[config.mk]
export PLATFORM = sky130hd
export DESIGN_NAME = timer16_capture_flags_ctrl
export DESIGN_NICKNAME = d
export VERILOG_FILES = /design/src/inc/timer16_pkg.sv /design/src/rtl/capture_edge_detect.sv /design/src/rtl/timer16_capture_flags_ctrl.sv
export SDC_FILE = /design/constraint.sdc
export NUM_CORES = 1
export LEC_CHECK = 0
export ABC_AREA = 1
export BUFFER_PORTS_ARGS = -buffer_cell sky130_fd_sc_hd__clkbuf_2
export CAP_MARGIN = 20
export CORE_ASPECT_RATIO = 1.2
export CORE_MARGIN = 2
export CORE_UTILIZATION = 60
export CTS_CLUSTER_DIAMETER = 200
export CTS_CLUSTER_SIZE = 16
export DETAILED_ROUTE_END_ITERATION = 7
export PLACE_DENSITY = 0.85
export SYNTH_ARGS = -nofsm -noshare
export SYNTH_HDL_FRONTEND = slang
export SYNTH_SLANG_ARGS = --single-unit
[constraint.sdc]
create_clock -name clk_in -period 5 [get_ports clk_in]
set_clock_uncertainty 0.2 [all_clocks]
set_input_delay 1.25 -clock clk_in [delete_from_list [all_inputs] [get_ports clk_in]]
set_output_delay 1.25 -clock clk_in [all_outputs]
set_load 0.03 [all_outputs]
[src/inc/timer16_pkg.sv]
// constants, field positions and reset values of the 16-bit timer's
// capture, control and flag logic; assumes byte-wide registers on a
// simple strobe port clocked at the bus clock rate.
//
// Overview of operation
// - read-only 16-bit capture register latches the count on the chosen edge
// - reset never alters the capture register contents
// - captured value is at most one count past the pre-transition count via sync
// - capture resolution is one count; count steps every four bus clocks
// - every valid edge transfers the count, flag set or clear
// - reading capture high byte blocks transfers until the low byte is read
// - reading only the capture low byte never blocks transfers
// - capture always from port B bit 7; bit 6 shows level when enabled
// - control register read/write, six bits, three separate interrupt enables
// - run bit 1 runs the timer; 0 holds it in reset condition
// - edge select 1 rising, 0 falling; cleared by reset
// - level select loaded into output level on next compare match
// - capture flag set on edge; cleared by status then capture low access
// - match flag set on compare equal; cleared by status then compare low
// - wrap flag set on FFFF to 0000; cleared by status then count low
// - status access with wrap flag set arms its clearing
// - shadow count pair reads same count and never touches the wrap flag
// - timer keeps running in wait; enabled timer interrupt wakes the core
// - stop halts the count; reset exit forces the preset value
// - first edge in stop arms capture silently; flag and data show on wake
// - reset ending stop discards the pending capture flag and data
// - reset presets the count; counting starts once the run bit is set
// - high byte read latches low byte into buffer for the next low read
package timer16_pkg;

  // register byte addresses
  localparam logic [7:0] ADDR_CONTROL = 8'h12;
  localparam logic [7:0] ADDR_FLAGS = 8'h13;
  localparam logic [7:0] ADDR_CAP_HIGH = 8'h14;
  localparam logic [7:0] ADDR_CAP_LOW = 8'h15;
  localparam logic [7:0] ADDR_CMP_HIGH = 8'h16;
  localparam logic [7:0] ADDR_CMP_LOW = 8'h17;
  localparam logic [7:0] ADDR_COUNT_HIGH = 8'h18;
  localparam logic [7:0] ADDR_COUNT_LOW = 8'h19;
  localparam logic [7:0] ADDR_SHADOW_HIGH = 8'h1A;
  localparam logic [7:0] ADDR_SHADOW_LOW = 8'h1B;

  // timer_control field positions
  localparam int CTL_CAPTURE_IE = 7;
  localparam int CTL_MATCH_IE = 6;
  localparam int CTL_WRAP_IE = 5;
  localparam int CTL_RUN = 4;
  localparam int CTL_EDGE_SELECT = 1;
  localparam int CTL_LEVEL_SELECT = 0;
  localparam logic [7:0] CONTROL_MASK = 8'hF3;
  localparam logic [7:0] CONTROL_RESET = 8'h00;

  // timer_flags field positions
  localparam int FLG_CAPTURE = 7;
  localparam int FLG_MATCH = 6;
  localparam int FLG_WRAP = 5;

  // counter values
  localparam logic [15:0] COUNT_PRESET = 16'hFFFC;
  localparam logic [15:0] COUNT_WRAP = 16'hFFFF;
  localparam logic [15:0] COUNT_STEP = 16'h0001;

  // prescaler: one count every PRESCALE_DIV bus clocks
  localparam int PRESCALE_DIV = 4;
  localparam logic [1:0] PRESCALE_LAST = 2'(PRESCALE_DIV - 1);
  localparam logic [1:0] PRESCALE_RESET = 2'h0;

  localparam logic [7:0] READ_IDLE = 8'h00;

endpackage

[src/rtl/capture_edge_detect.sv]
// synchroniser and edge detector for the capture input pin;
// assumes the pin is asynchronous to clk_in and slow against it.
module capture_edge_detect
(
  // clock and reset
  input wire logic clk_in,
  input wire logic rst_n_in,
  // pin and polarity
  input wire logic pin_in,
  input wire logic rising_in,
  // one-cycle pulse on the selected transition
  output logic edge_out
);

  typedef struct packed {
    logic stage1;
    logic stage2;
    logic prev;
  } sync_t;

  sync_t st;
  sync_t next_st;

  // two-flop synchroniser, then a history flop for edge detection
  always_comb
  begin
    next_st.stage1 = pin_in;
    next_st.stage2 = st.stage1;
    next_st.prev = st.stage2;
  end

  always_ff @(posedge clk_in or negedge rst_n_in)
  begin
    if (!rst_n_in)
      st <= '0;
    else
      st <= next_st;
  end

  // only stage2 and prev are looked at; stage1 may be metastable
  assign edge_out = rising_in ? (st.stage2 & ~st.prev)
                              : (~st.stage2 & st.prev);

endmodule // capture_edge_detect

[src/rtl/timer16_capture_flags_ctrl.sv]
// capture, control and flag logic of a 16-bit free-running timer,
// with the counter, its read buffer and the compare register.
// assumes a byte-wide strobe port at the bus clock and a capture pin
// that is synchronised here; stop and wait levels come from the core.
module timer16_capture_flags_ctrl
(
  // clock and reset
  input wire logic clk_in,
  input wire logic rst_n_in,
  // register port
  input wire logic [7:0] addr_in,
  input wire logic [7:0] wdata_in,
  input wire logic wr_in,
  input wire logic rd_in,
  output logic [7:0] rdata_out,
  // pins
  input wire logic port_b_bit7_in,
  input wire logic compare_pin_enable_in,
  output logic compare_out_pin_out,
  output logic port_b_bit6_out,
  output logic port_b_bit6_oe_out,
  // low-power modes
  input wire logic stop_mode_in,
  input wire logic wait_mode_in,
  // status to the rest of the chip
  output logic timer_irq_out,
  output logic match_event_out,
  output logic [15:0] count_out
);

  // all reset-cleared state
  typedef struct packed {
    logic [1:0] prescale;
    logic [15:0] count;
    logic [7:0] control;
    logic capture_flag;
    logic match_flag;
    logic wrap_flag;
    logic capture_arm;
    logic match_arm;
    logic wrap_arm;
    logic capture_hold;
    logic compare_hold;
    logic buf_full;
    logic [7:0] low_buf;
    logic stop_pending;
    logic [15:0] stop_value;
    logic in_stop;
    logic out_level;
    logic pin_oe;
    logic match_pulse;
    logic irq;
    logic [7:0] rdata;
  } state_t;

  // state that reset must not touch
  typedef struct packed {
    logic [15:0] capture;
    logic [15:0] compare;
  } data_t;

  state_t st;
  state_t next_st;
  data_t dat;
  data_t next_dat;

  logic edge_seen;

  // true when a strobe hits one address
  function automatic logic hit(input logic [7:0] addr,
                               input logic [7:0] target,
                               input logic strobe);
    hit = strobe && (addr == target);
  endfunction

  // capture pin is always port B bit 7
  capture_edge_detect edge_detect
  (
    .clk_in(clk_in),
    .rst_n_in(rst_n_in),
    .pin_in(port_b_bit7_in),
    .rising_in(st.control[timer16_pkg::CTL_EDGE_SELECT]),
    .edge_out(edge_seen)
  );

  // decoded accesses
  logic access;
  logic rd_cap_high;
  logic rd_cap_low;
  logic wr_cmp_high;
  logic wr_cmp_low;
  logic acc_cmp_low;
  logic acc_flags;
  logic acc_cap_low;
  logic acc_count_low;
  logic rd_count_high;
  logic rd_count_low;
  logic running;
  logic tick;
  logic [15:0] count_inc;
  logic wrap_event;
  logic match_event;
  logic capture_set;
  logic capture_load;
  logic [15:0] capture_src;
  logic wake;

  always_comb
  begin
    access = rd_in | wr_in;
    rd_cap_high = hit(addr_in, timer16_pkg::ADDR_CAP_HIGH, rd_in);
    rd_cap_low = hit(addr_in, timer16_pkg::ADDR_CAP_LOW, rd_in);
    acc_cap_low = hit(addr_in, timer16_pkg::ADDR_CAP_LOW, access);
    wr_cmp_high = hit(addr_in, timer16_pkg::ADDR_CMP_HIGH, wr_in);
    wr_cmp_low = hit(addr_in, timer16_pkg::ADDR_CMP_LOW, wr_in);
    acc_cmp_low = hit(addr_in, timer16_pkg::ADDR_CMP_LOW, access);
    acc_flags = hit(addr_in, timer16_pkg::ADDR_FLAGS, access);
    acc_count_low = hit(addr_in, timer16_pkg::ADDR_COUNT_LOW, access);
    // either pair's high byte fills the shared low-byte buffer
    rd_count_high = hit(addr_in, timer16_pkg::ADDR_COUNT_HIGH, rd_in)
                  | hit(addr_in, timer16_pkg::ADDR_SHADOW_HIGH, rd_in);
    rd_count_low = hit(addr_in, timer16_pkg::ADDR_COUNT_LOW, rd_in)
                 | hit(addr_in, timer16_pkg::ADDR_SHADOW_LOW, rd_in);
  end

  // counter timing and events
  always_comb
  begin
    running = st.control[timer16_pkg::CTL_RUN];
    // wait mode does not gate the count, stop mode does
    tick = running && !stop_mode_in
        && (st.prescale == timer16_pkg::PRESCALE_LAST);
    count_inc = 16'(st.count + timer16_pkg::COUNT_STEP);
    wrap_event = tick && (st.count == timer16_pkg::COUNT_WRAP);
    // the compare is held off between a high and a low byte write
    match_event = tick && !st.compare_hold
               && (count_inc == dat.compare);
    wake = st.in_stop && !stop_mode_in;
  end

  // capture source: live edge outside stop, parked edge on wake-up
  always_comb
  begin
    capture_set = 1'b0;
    capture_src = st.count;
    if (wake && st.stop_pending)
    begin
      capture_set = 1'b1;
      capture_src = st.stop_value;
    end
    else if (edge_seen && running && !stop_mode_in)
    begin
      // the count has already moved on during synchronisation
      capture_set = 1'b1;
      capture_src = st.count;
    end
    // flag state is irrelevant; only a pending high-byte read blocks
    capture_load = capture_set && !st.capture_hold;
  end

  always_comb
  begin
    next_st = st;
    next_dat = dat;
    next_st.rdata = timer16_pkg::READ_IDLE;
    next_st.in_stop = stop_mode_in;
    next_st.pin_oe = compare_pin_enable_in;
    next_st.match_pulse = match_event;

    // prescaler and counter; run bit low holds the reset condition
    if (!running)
    begin
      next_st.prescale = timer16_pkg::PRESCALE_RESET;
      next_st.count = timer16_pkg::COUNT_PRESET;
    end
    else if (!stop_mode_in)
    begin
      next_st.prescale = 2'(st.prescale + 2'h1);
      if (tick)
        next_st.count = count_inc;
    end

    // first edge seen in stop is parked, later ones are dropped
    if (stop_mode_in && running && edge_seen && !st.stop_pending)
    begin
      next_st.stop_pending = 1'b1;
      next_st.stop_value = st.count;
    end
    if (wake)
      next_st.stop_pending = 1'b0;

    if (capture_load)
      next_dat.capture = capture_src;

    // compare register writes; a lone low byte write does not inhibit
    if (wr_cmp_high)
    begin
      next_dat.compare[15:8] = wdata_in;
      next_st.compare_hold = 1'b1;
    end
    if (wr_cmp_low)
    begin
      next_dat.compare[7:0] = wdata_in;
      next_st.compare_hold = 1'b0;
    end

    // level select goes to the pin only on a match
    if (match_event)
      next_st.out_level = st.control[timer16_pkg::CTL_LEVEL_SELECT];

    // control register: six implemented bits
    if (hit(addr_in, timer16_pkg::ADDR_CONTROL, wr_in))
      next_st.control = wdata_in & timer16_pkg::CONTROL_MASK;

    // second step of the flag clears: the register behind each flag
    if (st.capture_arm && acc_cap_low)
    begin
      next_st.capture_flag = 1'b0;
      next_st.capture_arm = 1'b0;
    end
    if (st.match_arm && acc_cmp_low)
    begin
      next_st.match_flag = 1'b0;
      next_st.match_arm = 1'b0;
    end
    // only the main pair clears the wrap flag, never the shadow pair
    if (st.wrap_arm && acc_count_low)
    begin
      next_st.wrap_flag = 1'b0;
      next_st.wrap_arm = 1'b0;
    end

    // first step: any status access arms each flag that is set
    if (acc_flags)
    begin
      next_st.capture_arm = st.capture_flag;
      next_st.match_arm = st.match_flag;
      // a stray status read then count read will clear the wrap flag
      next_st.wrap_arm = st.wrap_flag;
    end

    // set wins over a clear in the same cycle
    if (capture_set)
      next_st.capture_flag = 1'b1;
    if (match_event)
      next_st.match_flag = 1'b1;
    if (wrap_event)
      next_st.wrap_flag = 1'b1;

    // capture byte reads: the high byte freezes transfers
    if (rd_cap_high)
    begin
      next_st.rdata = dat.capture[15:8];
      next_st.capture_hold = 1'b1;
    end
    if (rd_cap_low)
    begin
      // a low read alone leaves the transfer path open
      next_st.rdata = dat.capture[7:0];
      next_st.capture_hold = 1'b0;
    end

    // counter reads through the shared low-byte buffer
    if (rd_count_high)
    begin
      next_st.rdata = st.count[15:8];
      // repeated high reads keep the first buffered low byte
      if (!st.buf_full)
      begin
        next_st.low_buf = st.count[7:0];
        next_st.buf_full = 1'b1;
      end
    end
    if (rd_count_low)
    begin
      next_st.rdata = st.buf_full ? st.low_buf : st.count[7:0];
      next_st.buf_full = 1'b0;
    end

    // remaining readable registers
    if (hit(addr_in, timer16_pkg::ADDR_CONTROL, rd_in))
      next_st.rdata = st.control;
    else if (hit(addr_in, timer16_pkg::ADDR_FLAGS, rd_in))
    begin
      next_st.rdata = timer16_pkg::READ_IDLE;
      next_st.rdata[timer16_pkg::FLG_CAPTURE] = st.capture_flag;
      next_st.rdata[timer16_pkg::FLG_MATCH] = st.match_flag;
      next_st.rdata[timer16_pkg::FLG_WRAP] = st.wrap_flag;
    end
    else if (hit(addr_in, timer16_pkg::ADDR_CMP_HIGH, rd_in))
      next_st.rdata = dat.compare[15:8];
    else if (hit(addr_in, timer16_pkg::ADDR_CMP_LOW, rd_in))
      next_st.rdata = dat.compare[7:0];

    // one request line; in wait mode it also wakes the core
    next_st.irq =
      (next_st.capture_flag
        & next_st.control[timer16_pkg::CTL_CAPTURE_IE])
      | (next_st.match_flag
        & next_st.control[timer16_pkg::CTL_MATCH_IE])
      | (next_st.wrap_flag
        & next_st.control[timer16_pkg::CTL_WRAP_IE]);
  end

  // reset-cleared state; the wait level needs no state of its own
  always_ff @(posedge clk_in or negedge rst_n_in)
  begin
    if (!rst_n_in)
    begin
      st <= '0;
      // a reset ending stop also drops any parked capture
      st.stop_pending <= 1'b0;
      st.count <= timer16_pkg::COUNT_PRESET;
      st.control <= timer16_pkg::CONTROL_RESET;
    end
    else
      st <= next_st;
  end

  // capture and compare bytes survive reset on purpose
  always_ff @(posedge clk_in)
  begin
    dat <= next_dat;
  end

  // outputs, all straight from flops
  assign rdata_out = st.rdata;
  assign compare_out_pin_out = st.out_level;
  assign port_b_bit6_out = st.out_level;
  assign port_b_bit6_oe_out = st.pin_oe;
  assign timer_irq_out = st.irq;
  assign match_event_out = st.match_pulse;
  assign count_out = st.count;

  // wait mode is accepted only to document that it changes nothing
  logic unused_wait;
  assign unused_wait = wait_mode_in;

endmodule // timer16_capture_flags_ctrl

; Word level (Yosys, flattened, before mapping)
; Index checks and enable logic that the tools add are counted.
[totals]
register_bits = 106
latch_bits = 0
ramBits = 0
rom_bits = 0
in_bits = 24
out_inout_bits = 29
n_memories = 0
[classes]
n_addsub = 2
mul = 0
div_mod_pow = 0
order_cmp = 0
n_eq_ne = 15
shift = 0
n_mux = 36
bitwise = 13
n_reduce_logical = 46
[op_table]
columns = operator, count
row1 = $mux W8, 11
row2 = $eq A8 B5 Y1 const B, 10
row3 = $mux W18, 2
row4 = $logic_and A1 B1 Y1, 33
row5 = $mux W16, 2
row6 = $mux W1, 18
row7 = $mux W17, 1
row8 = $add A16 B1 Y16 const B, 1
row9 = $eq A16 B16 Y1, 1
row10 = $eq A16 B16 Y1 const B, 1
row11 = $reduce_bool A2 Y1, 7
row12 = $mux W9, 1
row13 = $and A1 B1 Y1, 5
row14 = $or A1 B1 Y1, 5
row15 = $logic_not A1 Y1, 4
row16 = $reduce_and A2 Y1, 2
row17 = $mux W3, 1
row18 = $not A1 Y1, 3
row19 = $add A2 B1 Y2 const B, 1
row20 = $eq A2 B2 Y1 const B, 1
row21 = $ne A2 B1 Y1 const B, 1
row22 = $ne A2 B2 Y1 const B, 1

; Depth between registers and ports, before layout
; Gate-level depths: netlist of run 1.
[logic_depth]
ltp_word = 11
depth_mapped = 16
mapped_depth_nobuf = 16

; By module
; Synthesis of run 1 repeated with hierarchy kept, for this count alone.
[unflattened]
cells_unflattened = 629
hier_area_um2 = 5430.2
[modules_own_cells]
columns = module, instances, cells_per_inst, area_each_um2, seq_area_each_um2
row1 = timer16_capture_flags_ctrl, 1, 620, 5330.1, 2755.1
row2 = capture_edge_detect, 1, 9, 100.1, 75.1

; Worst setup path after synthesis of run 1
; OpenSTA, ideal clock, no wires.
[synth_path]
path_kind = input to register
startpoint = in stop_mode_in
endpoint = reg dat[16] (netlist name) (enable)
setup_time_ns = 0.388
arrival_ns = 2.329
t_required_ns = 4.412
setup_slack_ns = 2.082
stages = 5
cell_sequence = nor2_1 nand2_1 o31ai_1 inv_1 nor2_1
[synth_via]
elab_chain_len = 5
word_cells_on_any_way = 7
classes_between = mux: 2 / reduce/logical: 5
[synth_rtl]
columns = item, line
row1 = from (decl), timer16_capture_flags_ctrl.sv:23  ; input wire logic stop_mode_in,
row2 = $logic_not A1 Y1 *, -
row3 = "$logic_and A1 B1 Y1, on equally long branches", "timer16_capture_flags_ctrl.sv:151, timer16_capture_flags_ctrl.sv:138"
row4 = $mux W1 / $logic_and A1 B1 Y1 (equally long branches), "timer16_capture_flags_ctrl.sv:151, timer16_capture_flags_ctrl.sv:146"
row5 = $mux W1 *, timer16_capture_flags_ctrl.sv:146  ; if (wake && st.stop_pending)
row6 = $logic_and A1 B1 Y1 *, timer16_capture_flags_ctrl.sv:158  ; capture_load = capture_set && !st.capture_hold;
row7 = via capture_load, timer16_capture_flags_ctrl.sv:104  ; logic capture_load;
row8 = to (signal assigned), timer16_capture_flags_ctrl.sv:323  ; dat <= next_dat;
row9 = to (decl), timer16_capture_flags_ctrl.sv:64  ; data_t dat;
; Mark *: on every way through the listed nets, which the timed path passes. The rest lies on a longest branch.
; A chain may end at the register's enable or synchronous reset.

==> reports/summary.txt, run 1 <==
All-Layer GR Usage - 0.277
Peak VDD IR - 0.239 mV
Worst Setup SP - addr_in[2]
Startpoint Class - primary input
initial antenna violation count - 0
Yosys warnings - 0
post_cts resized - 0
EDFF count, synth - 32
Final ANT Viol Nets - 0
Reg clk slew, reported paths - 0.10 ns
Hold Vio Cnt, Final - 0
Filler Cells Inserted - 734
crit path DAT - 3.08 ns
CP required - 5.03 ns
Cell Chain, Critical Path - clkbuf_2 > inv_1 > nor2_2 > inv_1 > nor3_2 > inv_1 > nor2_1 > a211oi_1 > nand2_1 > nand2_1 > o21ai_0 > o21ai_0
Die Height - 107 um
H-tree depth - 3
peak fanout along the critical path - 11
Netlist cell types - 43
NetSw - 1.06 mW
total gr overflow - 0
status - complete, no violations
HP Start - edge_detect.next_st[1]
Sum Neg Setup Slack - 0 ns
PD cells - 466 mW/mm^2
Seq/Total Area, Yosys - 0.531
static leakage - 2.74 nW
largest net degree at the start of global routing - 75
slew margin rel. - 0.350
top cells by area, synth - dfrtp_1, edfxtp_1, nand2_1
internal power - 1.60 mW
Max clock buf depth - 2
Post-synth top flop - dfrtp_1
WP buf/inv - 4
Final Slew Violations - 0
I/O Buffers - 51
Clk pwr share - 0.202
CP top delay family - simple AND/OR/NAND/NOR gates
Yosys reg bits - 106
Combinational Power Share - 0.341
drt pass-1 iters - 6
WL/cell - 16.8 um
area of the multi-input gates - 0.00206 sq mm
Final Cycle Share - 0.609
critical path type - primary input to register
GPL Wtd Cong - 0.965
CTS tree - yes
vias in the first global route - 4034
FF+latch area - 0.00283 sq mm
Layout Cells excl Fill - 755
fraction of layout cells with a size suffix above 1 - 0.171
# DRC - 0
clock sink total - 106
total core area - 0.00861 sq mm
synthesized cell area - 0.00533 sq mm
CTS root buffer - clkbuf_8
Syn Nets - 631
area leader, netlist - dfrtp_1
CP most frequent cell - inv_1
TritonCTS buffer count - 9
final core utilization - 0.664
CP max stage delay - 0.56 ns
Horiz. Die Dim - 90.0 um
post-synth top area share - 0.282
Flop pwr share - 0.457
final total power - 2.67 mW
starting density of the core - 0.619
Avg Inst Size Synth - 8.80 sq um
IO Count - 53
nature of the critical path endpoint - register
drt total wl - 12700 um
DIE AREA - 0.00965 sq mm
vias post-DR - 4389
DP Cell Count - 738
Detailed Route Iter0 Violations - 551
min Tclk post-route - 3.05 ns
Worst Max-Slew Pin Slew - 0.972 ns
Site Rows - 37
worst skew pair latency - 0.38 ns
hold buffers post-CTS - 0
Fmax achieved - 0.328 GHz
Area Growth Syn to Fin - 7.28%
vias per inst - 5.81
WHS - 0.159 ns
dpl hpwl - 9560 um
CP max stage cell - nor2_1
Setup Viol. Count Final - 0
Cells after Synth - 605
postcts setup bufs - 0
max-capacitance violation count - 0
RSZ-0062 raised after global routing - false
global-route wire length before repair - 20400 um
ant diodes - 0
fin nets - 659
Synth async-reset ratio - 0.698
Tightest Hold Check Type - register to register
Worst R2R Start - count_out[0]
switching share of power - 0.399
[Yosys cell counts, drive strengths merged (6+ instances only)]
library cell,number
nand2,148
nor2,72
dfrtp,60
inv,56
o21ai,47
nand3,37
a21oi,35
edfxtp,32
buf,27
a22oi,17
dfstp,14
clkbuf,9
nand4,8
nor3,8
xor2,6
[cell families (layout without fill, tap and decap cells)]
family / count (synthesis) / count (layout) / synth area share
buf+inv: 92 / 125 / 0.0827
flops: 106 / 106 / 0.531
xor+xnor: 11 / 11 / 0.0263
compound gates: 112 / 112 / 0.121
fa+ha+maj: 2 / 2 / 0.00470
mux: 3 / 3 / 0.00634
simple gates: 279 / 279 / 0.228
[registers in the layout, summed over array words and instances, names as in the netlist]
register,cells
st,42
dat,32
count_out,16
rdata_out,8
edge_detect.next_st,2
compare_out_pin_out,1
edge_detect.st,1
match_event_out,1
port_b_bit6_oe_out,1
running,1
timer_irq_out,1
[layout by cell type, fill, tap and decap left out, types with 2 or more instances in the layout]
cell / n
o2111ai_1: 3
a22oi_1: 17
xnor2_1: 2
nor2_1: 61
inv_1: 54
clkinvlp_4: 2
nand3_1: 36
edfxtp_1: 32
clkbuf_8: 9
nand2_2: 6
clkbuf_2: 50
nand2_1: 142
a21oi_1: 35
nor3_1: 6
a211oi_1: 2
nor3_2: 2
buf_4: 2
nor2_2: 10
dfstp_2: 14
ha_1: 2
xor2_1: 6
o21ai_0: 46
dfrtp_1: 60
nand3b_1: 3
mux2_2: 3
o221ai_1: 2
inv_2: 2
nand4_1: 7
xnor3_1: 2
[layout make-up]
type                    instances  share of cell area
clock buffers                   9              0.0217
well taps                     117              0.0256
inverters                      56              0.0368
repair buffers                 53              0.0473
clock inverters                 7              0.0136
multi-input cells             407               0.360
flip-flops and latches        106               0.495
[power groups by stage]
stage | Combinational [mW] | Sequential (mW) | Clock (mW)
floorplan | 0.740 | 1.19 | 0
CTS | 0.903 | 1.21 | 0.543
global route | 1.01 | 1.24 | 0.585
detailed placement | 0.900 | 1.23 | 0
finish | 0.910 | 1.22 | 0.538
global placement | 0.872 | 1.22 | 0
[final timing paths]
kind,to,slack [ns],depth (start not counted)
max in group asynchronous,st[42],3.19,1
max,rdata_out[1],1.95,12
max reg2reg,match_event_out,2.61,9
min,edge_detect.next_st[0],0.16,0
min in group asynchronous,port_b_bit6_oe_out,0.77,1
min reg2reg,edge_detect.next_st[0],0.16,0
[metrics by stage]
step                      cell area [sq um]  worst slack [ns]
final                                  5710              1.95
after global routing                   5710              1.75
after floorplan                        5330              2.08
after detailed placement               5510              1.58
after global placement                 5510              1.68
after CTS                              5710              1.99
[per-layer routing]
metal | up-vias | global-route usage | share of wire
li1 | 2060 | - | -
met1 | 2042 | 0.354 | 0.40
met2 | 247 | 0.463 | 0.48
met3 | 40 | 0.0506 | 0.073
met4 | 0 | 0.132 | 0.039
met5 | - | 0 | 0
(Power assumes the default switching activity.)
==> inputs of run 2 (changes only) <==
--- a/config.mk
+++ b/config.mk
@@ -10,11 +10,11 @@
 export CAP_MARGIN = 20
 export CORE_ASPECT_RATIO = 1.2
 export CORE_MARGIN = 2
-export CORE_UTILIZATION = 60
+export CORE_UTILIZATION = 53
 export CTS_CLUSTER_DIAMETER = 200
 export CTS_CLUSTER_SIZE = 16
 export DETAILED_ROUTE_END_ITERATION = 7
-export PLACE_DENSITY = 0.85
+export PLACE_DENSITY = 0.8
 export SYNTH_ARGS = -nofsm -noshare
 export SYNTH_HDL_FRONTEND = slang
 export SYNTH_SLANG_ARGS = --single-unit
==> constraint.sdc (replaced) <==
create_clock -name clk_in -period 2.5 [get_ports clk_in]
set_clock_uncertainty 0.2 [all_clocks]
set_input_delay 0.625 -clock clk_in [delete_from_list [all_inputs] [get_ports clk_in]]
set_output_delay 0.625 -clock clk_in [all_outputs]
set_load 0.03 [all_outputs]
==> run 2 against run 1 <==
Effect of this change:
- final cell count grew 4.0%
- global-route usage shrank 2.0 points
- power grew 110%
- clock power grew 150%
- register-to-register slack lost 2.4 ns
- sequential power grew 100%
- die area grew 13%
- worst setup slack lost 1.8 ns
- utilization shrank 5.9 points
- via count shrank 1.7%
- combinational power grew 100%
==> reports/summary.txt, run 2 (synthesized netlist as in run 1, its figures left out) <==
DP Cell Count - 767 (+3.9%)
ant diodes - 0 (unchanged)
Final Slew Violations - 0 (unchanged)
GPL Wtd Cong - 0.944 (-2.2%)
fraction of layout cells with a size suffix above 1 - 0.197 (+0.0264)
critical path type - register to register
Reg clk slew, reported paths - 0.06 ns (-0.04 ns)
starting density of the core - 0.537 (-0.0811)
PD cells - 938 mW/mm^2 (+100%)
largest net degree at the start of global routing - 62 (-17%)
Die Height - 114 um (+6.2%)
vias per inst - 5.49 (-5.5%)
global-route wire length before repair - 20900 um (+2.3%)
Filler Cells Inserted - 881 (+20%)
wl on met1 - 5290 um (+3.4%)
# DRC - 0 (unchanged)
Horiz. Die Dim - 95.5 um (+6.1%)
Hold Vio Cnt, Final - 0 (unchanged)
crit path DAT - 2.41 ns (-0.67 ns)
All-Layer GR Usage - 0.258 (-0.0195)
total gr overflow - 0 (unchanged)
I/O Buffers - 51 (unchanged)
Routed met2 length - 6490 um (+5.6%)
min Tclk post-route - 2.33 ns
final total power - 5.63 mW (+110%)
CTS root buffer - clkbuf_16
WHS - 0.159 ns (+0.000703 ns)
Max clock buf depth - 2 (unchanged)
drt pass-1 iters - 6 (unchanged)
Biggest register - st
Detailed Route Iter0 Violations - 411 (-25%)
H-tree depth - 3 (unchanged)
Sum Neg Setup Slack - 0 ns (unchanged)
Site Rows - 40 (+8.1%)
Area after DPL - 0.00568 sq mm (+3.2%)
initial antenna violation count - 0 (unchanged)
area of the multi-input gates - 0.00206 sq mm (+0.43%)
max-capacitance violation count - 0 (unchanged)
Top Metal Used - met4
Final ANT Viol Nets - 0 (unchanged)
clock sink total - 106 (unchanged)
status - complete, no violations
Peak VDD IR - 0.414 mV (+73%)
Area Growth Syn to Fin - 12.5%
Final Cell Area - 0.00599 sq mm (+4.9%)
WL/cell - 16.4 um (-2.3%)
most frequent cells in the layout - nand2_1, nor2_1, dfrtp_1
CP required - 2.58 ns (-2.45 ns)
DIE AREA - 0.0109 sq mm (+13%)
CTS tree - yes
drt total wl - 12900 um (+1.6%)
static leakage - 2.90 nW (+5.6%)
Final Cycle Share - 0.930
max reg flops - 42 (unchanged)
nature of the critical path endpoint - register
routed wl met3 - 612 um (-34%)
Tightest Hold Check Type - register to register
Startpoint Class - register
Fmax achieved - 0.430 GHz
TritonCTS buffer count - 9 (unchanged)
IO Count - 53 (unchanged)
vias in the first global route - 4204 (+4.2%)
worst skew pair latency - 0.35 ns (-0.03 ns)
Setup Viol. Count Final - 0 (unchanged)
slew margin rel. - 0.598 (+0.247)
vias post-DR - 4313 (-1.7%)
peak fanout along the critical path - 7 (-4)
Worst Max-Slew Pin Slew - 0.596 ns (-0.377 ns)
dpl hpwl - 9840 um (+2.9%)
total core area - 0.00991 sq mm (+15%)
commonest non-fill, non-tap cell in the layout - nand2_1
Layout Cells excl Fill - 785 (+4.0%)
fin nets - 680 (+3.2%)
FF+latch area - 0.00283 sq mm (about the same)
-- run 2: cell count changes in the layout (fill, tap and decap cells not counted), sizes merged --
cell,before,now
buf,3,23
clkinvlp,2,0
clkbuf,59,64
dlygate4sd3,0,1
bufinv,1,0
inv,58,56
-- run 2: per-layer routing --
layer  GRT usage  vias to the layer above
met4       0.141                        0
met3      0.0429                       36
li1            -                     2103
met1       0.323                     2023
met5           0                        -
met2       0.424                      151
-- run 2: final cells by class --
cell class                 count  share of cell area
inverter                      56              0.0351
multi-input combinational    407               0.344
clock buffer                  14              0.0457
tap                          126              0.0263
timing repair buffer          74              0.0743
clock inverter                 2             0.00167
sequential                   106               0.473
-- run 2: worst paths after layout --
| path | startpoint | to | slack (ns) | cells past startpoint |
|---|---|---|---|---|
| setup / recovery | count_out[5] | timer_irq_out | 0.17 | 10 |
| hold / removal | edge_detect.next_st[1] | edge_detect.next_st[0] | 0.16 | 0 |
| setup reg to reg | count_out[5] | timer_irq_out | 0.17 | 10 |
| hold reg to reg | edge_detect.next_st[1] | edge_detect.next_st[0] | 0.16 | 0 |
| max in group asynchronous | rst_n_in | count_out[4] | 1.01 | 3 |
| min in group asynchronous | rst_n_in | rdata_out[7] | 0.47 | 2 |
-- run 2: per-stage QoR --
| stage | utilization | setup WS (ns) |
|---|---|---|
| after global placement | 0.573 | 0.138 |
| after detailed placement | 0.573 | 0.0929 |
| after floorplan | - | 0.207 |
| after CTS | 0.603 | 0.168 |
| final | 0.605 | 0.174 |
| after global routing | 0.605 | -0.00227 |
-- run 2: what timing repair did --
action / CTS / global route
hold endpoints to repair: 9 / 0
endpoints found under the setup margin: 0 / 3
setup buffers: 0 / 1
gates resized for setup: 0 / 3
hold buffers: 1 / 0
-- run 2: power by group --
part | internal, mW | total, mW | switching, mW
registers | 2.17 | 2.44 | 0.268
logic | 0.594 | 1.85 | 1.25
clock network | 0.754 | 1.34 | 0.583
total | 3.52 | 5.63 | 2.11
-- run 2: critical path, stage by stage (launching register included) --
cell and delay (ns):
dfstp_2 0.62, inv_1 0.14, nor2_1 0.19, nand3_1 0.21, xnor3_1 0.31, nand2_1 0.06
nor2_1 0.19, nand4_4 0.16, nand2_2 0.10, nand2_1 0.05, nand2_1 0.05
==> inputs of run 3 (changes only) <==
--- a/config.mk
+++ b/config.mk
@@ -14,7 +14,9 @@
 export CTS_CLUSTER_DIAMETER = 200
 export CTS_CLUSTER_SIZE = 16
 export DETAILED_ROUTE_END_ITERATION = 7
+export GPL_TIMING_DRIVEN = 0
 export PLACE_DENSITY = 0.8
+export SKIP_CTS_REPAIR_TIMING = 1
 export SYNTH_ARGS = -nofsm -noshare
 export SYNTH_HDL_FRONTEND = slang
 export SYNTH_SLANG_ARGS = --single-unit
==> run 3 against run 2 <==
Effect of this change:
- register-to-register slack worse by 0.02 ns
- sequential power about the same
- wire length increased by 9.3%
- clock power increased by 7%
- combinational power increased by 11%
- clock-buffer cell count shrank 2
- critical endpoint is now rdata_out[4]
==> reports/summary.txt, run 3 (synthesized netlist as in run 1, its figures left out) <==
status - complete, no violations
Final Cycle Share - 0.937 (+0.00650)
# DRC - 0 (unchanged)
fraction of layout cells with a size suffix above 1 - 0.211 (+0.0133)
Hold Vio Cnt, Final - 0 (unchanged)
FF+latch area - 0.00283 sq mm (unchanged)
vias in the first global route - 4265 (+1.5%)
max reg flops - 42 (unchanged)
TritonCTS buffer count - 9 (unchanged)
CTS tree - yes
Setup Viol. Count Final - 0 (unchanged)
commonest non-fill, non-tap cell in the layout - nand2_1
Final Cell Area - 0.00615 sq mm (+2.6%)
PD cells - 965 mW/mm^2 (+2.8%)
Max clock buf depth - 2 (unchanged)
Worst Max-Slew Pin Slew - 0.989 ns (+0.394 ns)
worst skew pair latency - 0.35 ns (about the same)
area of the multi-input gates - 0.00208 sq mm (+0.55%)
largest net degree at the start of global routing - 61 (-1.6%)
initial antenna violation count - 0 (unchanged)
Detailed Route Iter0 Violations - 408 (-0.73%)
Horiz. Die Dim - 95.5 um (unchanged)
Fmax achieved - 0.427 GHz (-0.69%)
All-Layer GR Usage - 0.272 (+0.0139)
vias post-DR - 4514 (+4.7%)
Final ANT Viol Nets - 0 (unchanged)
Tightest Hold Check Type - register to register
R2R Setup Slk - 0.16 ns (-0.02 ns)
max-capacitance violation count - 0 (unchanged)
global-route wire length before repair - 21800 um (+4.2%)
drt pass-1 iters - 5 (-1)
slew margin rel. - 0.334 (-0.263)
Min-Delay Path Depth - 0 (unchanged)
fin nets - 700 (+2.9%)
Area after DPL - 0.00578 sq mm (+1.7%)
CP max stage cell - nor2_2
ant diodes - 0 (unchanged)
crit path DAT - 2.36 ns (-0.05 ns)
CP required - 2.52 ns (-0.06 ns)
FF-to-FF path depth - 14 (+4)
WL/cell - 17.5 um (+6.6%)
IO Count - 53 (unchanged)
Die Height - 114 um (unchanged)
most frequent cells in the layout - nand2_1, nor2_1, dfrtp_1
Cell Chain, Critical Path - clkbuf_2 > inv_1 > nor2_1 > nand2_2 > nor2_1 > nand2_2 > nor2_2 > inv_1 > o221ai_1 > nand2_1 > o21ai_0 > o21ai_0
drt total wl - 14100 um (+9.3%)
starting density of the core - 0.537 (unchanged)
I/O Buffers - 51 (unchanged)
CP max stage delay - 0.37 ns (-0.25 ns)
Peak VDD IR - 0.485 mV (+17%)
Biggest register - st
r2r endpoint - compare_out_pin_out
WP buf/inv - 3 (+2)
GPL Wtd Cong - 0.938 (-0.64%)
static leakage - 2.98 nW (+2.6%)
critical path type - primary input to register
total gr overflow - 0 (unchanged)
CP top delay family - simple AND/OR/NAND/NOR gates
worst hold path endpoint - edge_detect.next_st[0]
Final Slew Violations - 0 (unchanged)
RSZ-0062 raised after global routing - false
vias per inst - 5.61 (+2.1%)
WHS - 0.153 ns (-0.00651 ns)
peak fanout along the critical path - 8 (+1)
DIE AREA - 0.0109 sq mm (unchanged)
HP Start - edge_detect.next_st[1]
CTS root buffer - clkbuf_16
Reg clk slew, reported paths - 0.07 ns (about the same)
total core area - 0.00991 sq mm (unchanged)
Area Growth Syn to Fin - 15.5%
H-tree depth - 3 (unchanged)
Startpoint Class - primary input
clock sink total - 106 (unchanged)
nature of the critical path endpoint - register
dpl hpwl - 10800 um (+9.9%)
Site Rows - 40 (unchanged)
final core utilization - 0.621 (+0.0159)
Filler Cells Inserted - 862 (-2.2%)
Worst R2R Start - count_out[1]
min Tclk post-route - 2.34 ns (+0.0163 ns)
==> run 3: cell count changes in the layout (fill, tap and decap cells not counted), moves of 2 or more <==
cell,change
buf_4,+7
clkbuf_1,+8
clkbuf_16,+2
clkbuf_8,-3
==> run 3: layer usage <==
| metal | share of wire | track usage | up-vias |
|---|---|---|---|
| met3 | 0.053 | 0.0456 | 45 |
| met5 | 0 | 0 | - |
| met2 | 0.51 | 0.442 | 175 |
| met1 | 0.40 | 0.356 | 2144 |
| li1 | - | - | 2150 |
| met4 | 0.036 | 0.125 | 0 |
==> run 3: worst reg2reg max path, delay by kind of cell (launching register included) <==
kind,cells,cell delay [ns]
AOI/OAI and AO/OA,1,0.06
adders and majority gates,1,0.22
DFF,1,0.41
and+or+nand+nor,11,1.24
buffers and inverters,1,0.09
==> run 3: layout make-up <==
type                    count  share of cell area
plain buffers              36              0.0374
clock buffers              12              0.0454
clock inverters             4             0.00488
inverters                  56              0.0342
multi-input cells         407               0.337
flip-flops and latches    106               0.460
well taps                 126              0.0256
repair buffers             58              0.0547
==> run 3: worst max path at each step <==
stage                 startpoint                  end  depth (start not counted)
floorplan           stop_mode_in              dat[16]                          5
finish                addr_in[4]         rdata_out[4]                         12
CTS                 count_out[0]  compare_out_pin_out                         14
global route          addr_in[4]         rdata_out[4]                         12
global placement    stop_mode_in              dat[29]                          6
detailed placement    addr_in[2]         rdata_out[4]                         11
==> run 3: metrics by stage <==
| stage | instances | setup TNS [ns] | total power, mW | setup WS [ns] |
|---|---|---|---|---|
| after floorplan | 605 | 0 | 3.86 | 0.207 |
| after global placement | 782 | -10.03 | 4.38 | -0.549 |
| after detailed placement | 784 | -3.80 | 4.45 | -0.251 |
| after CTS | 800 | 0 | 5.87 | 0.0737 |
| after global routing | 805 | 0 | 6.27 | 0.00930 |
| final | 805 | 0 | 5.94 | 0.158 |
==> run 3: report_power, final <==
part	switching [mW]	leakage, nW	total, mW	internal, mW
registers	0.274	1.18	2.44	2.17
logic	1.34	1.65	2.06	0.725
clock network	0.629	0.149	1.43	0.801
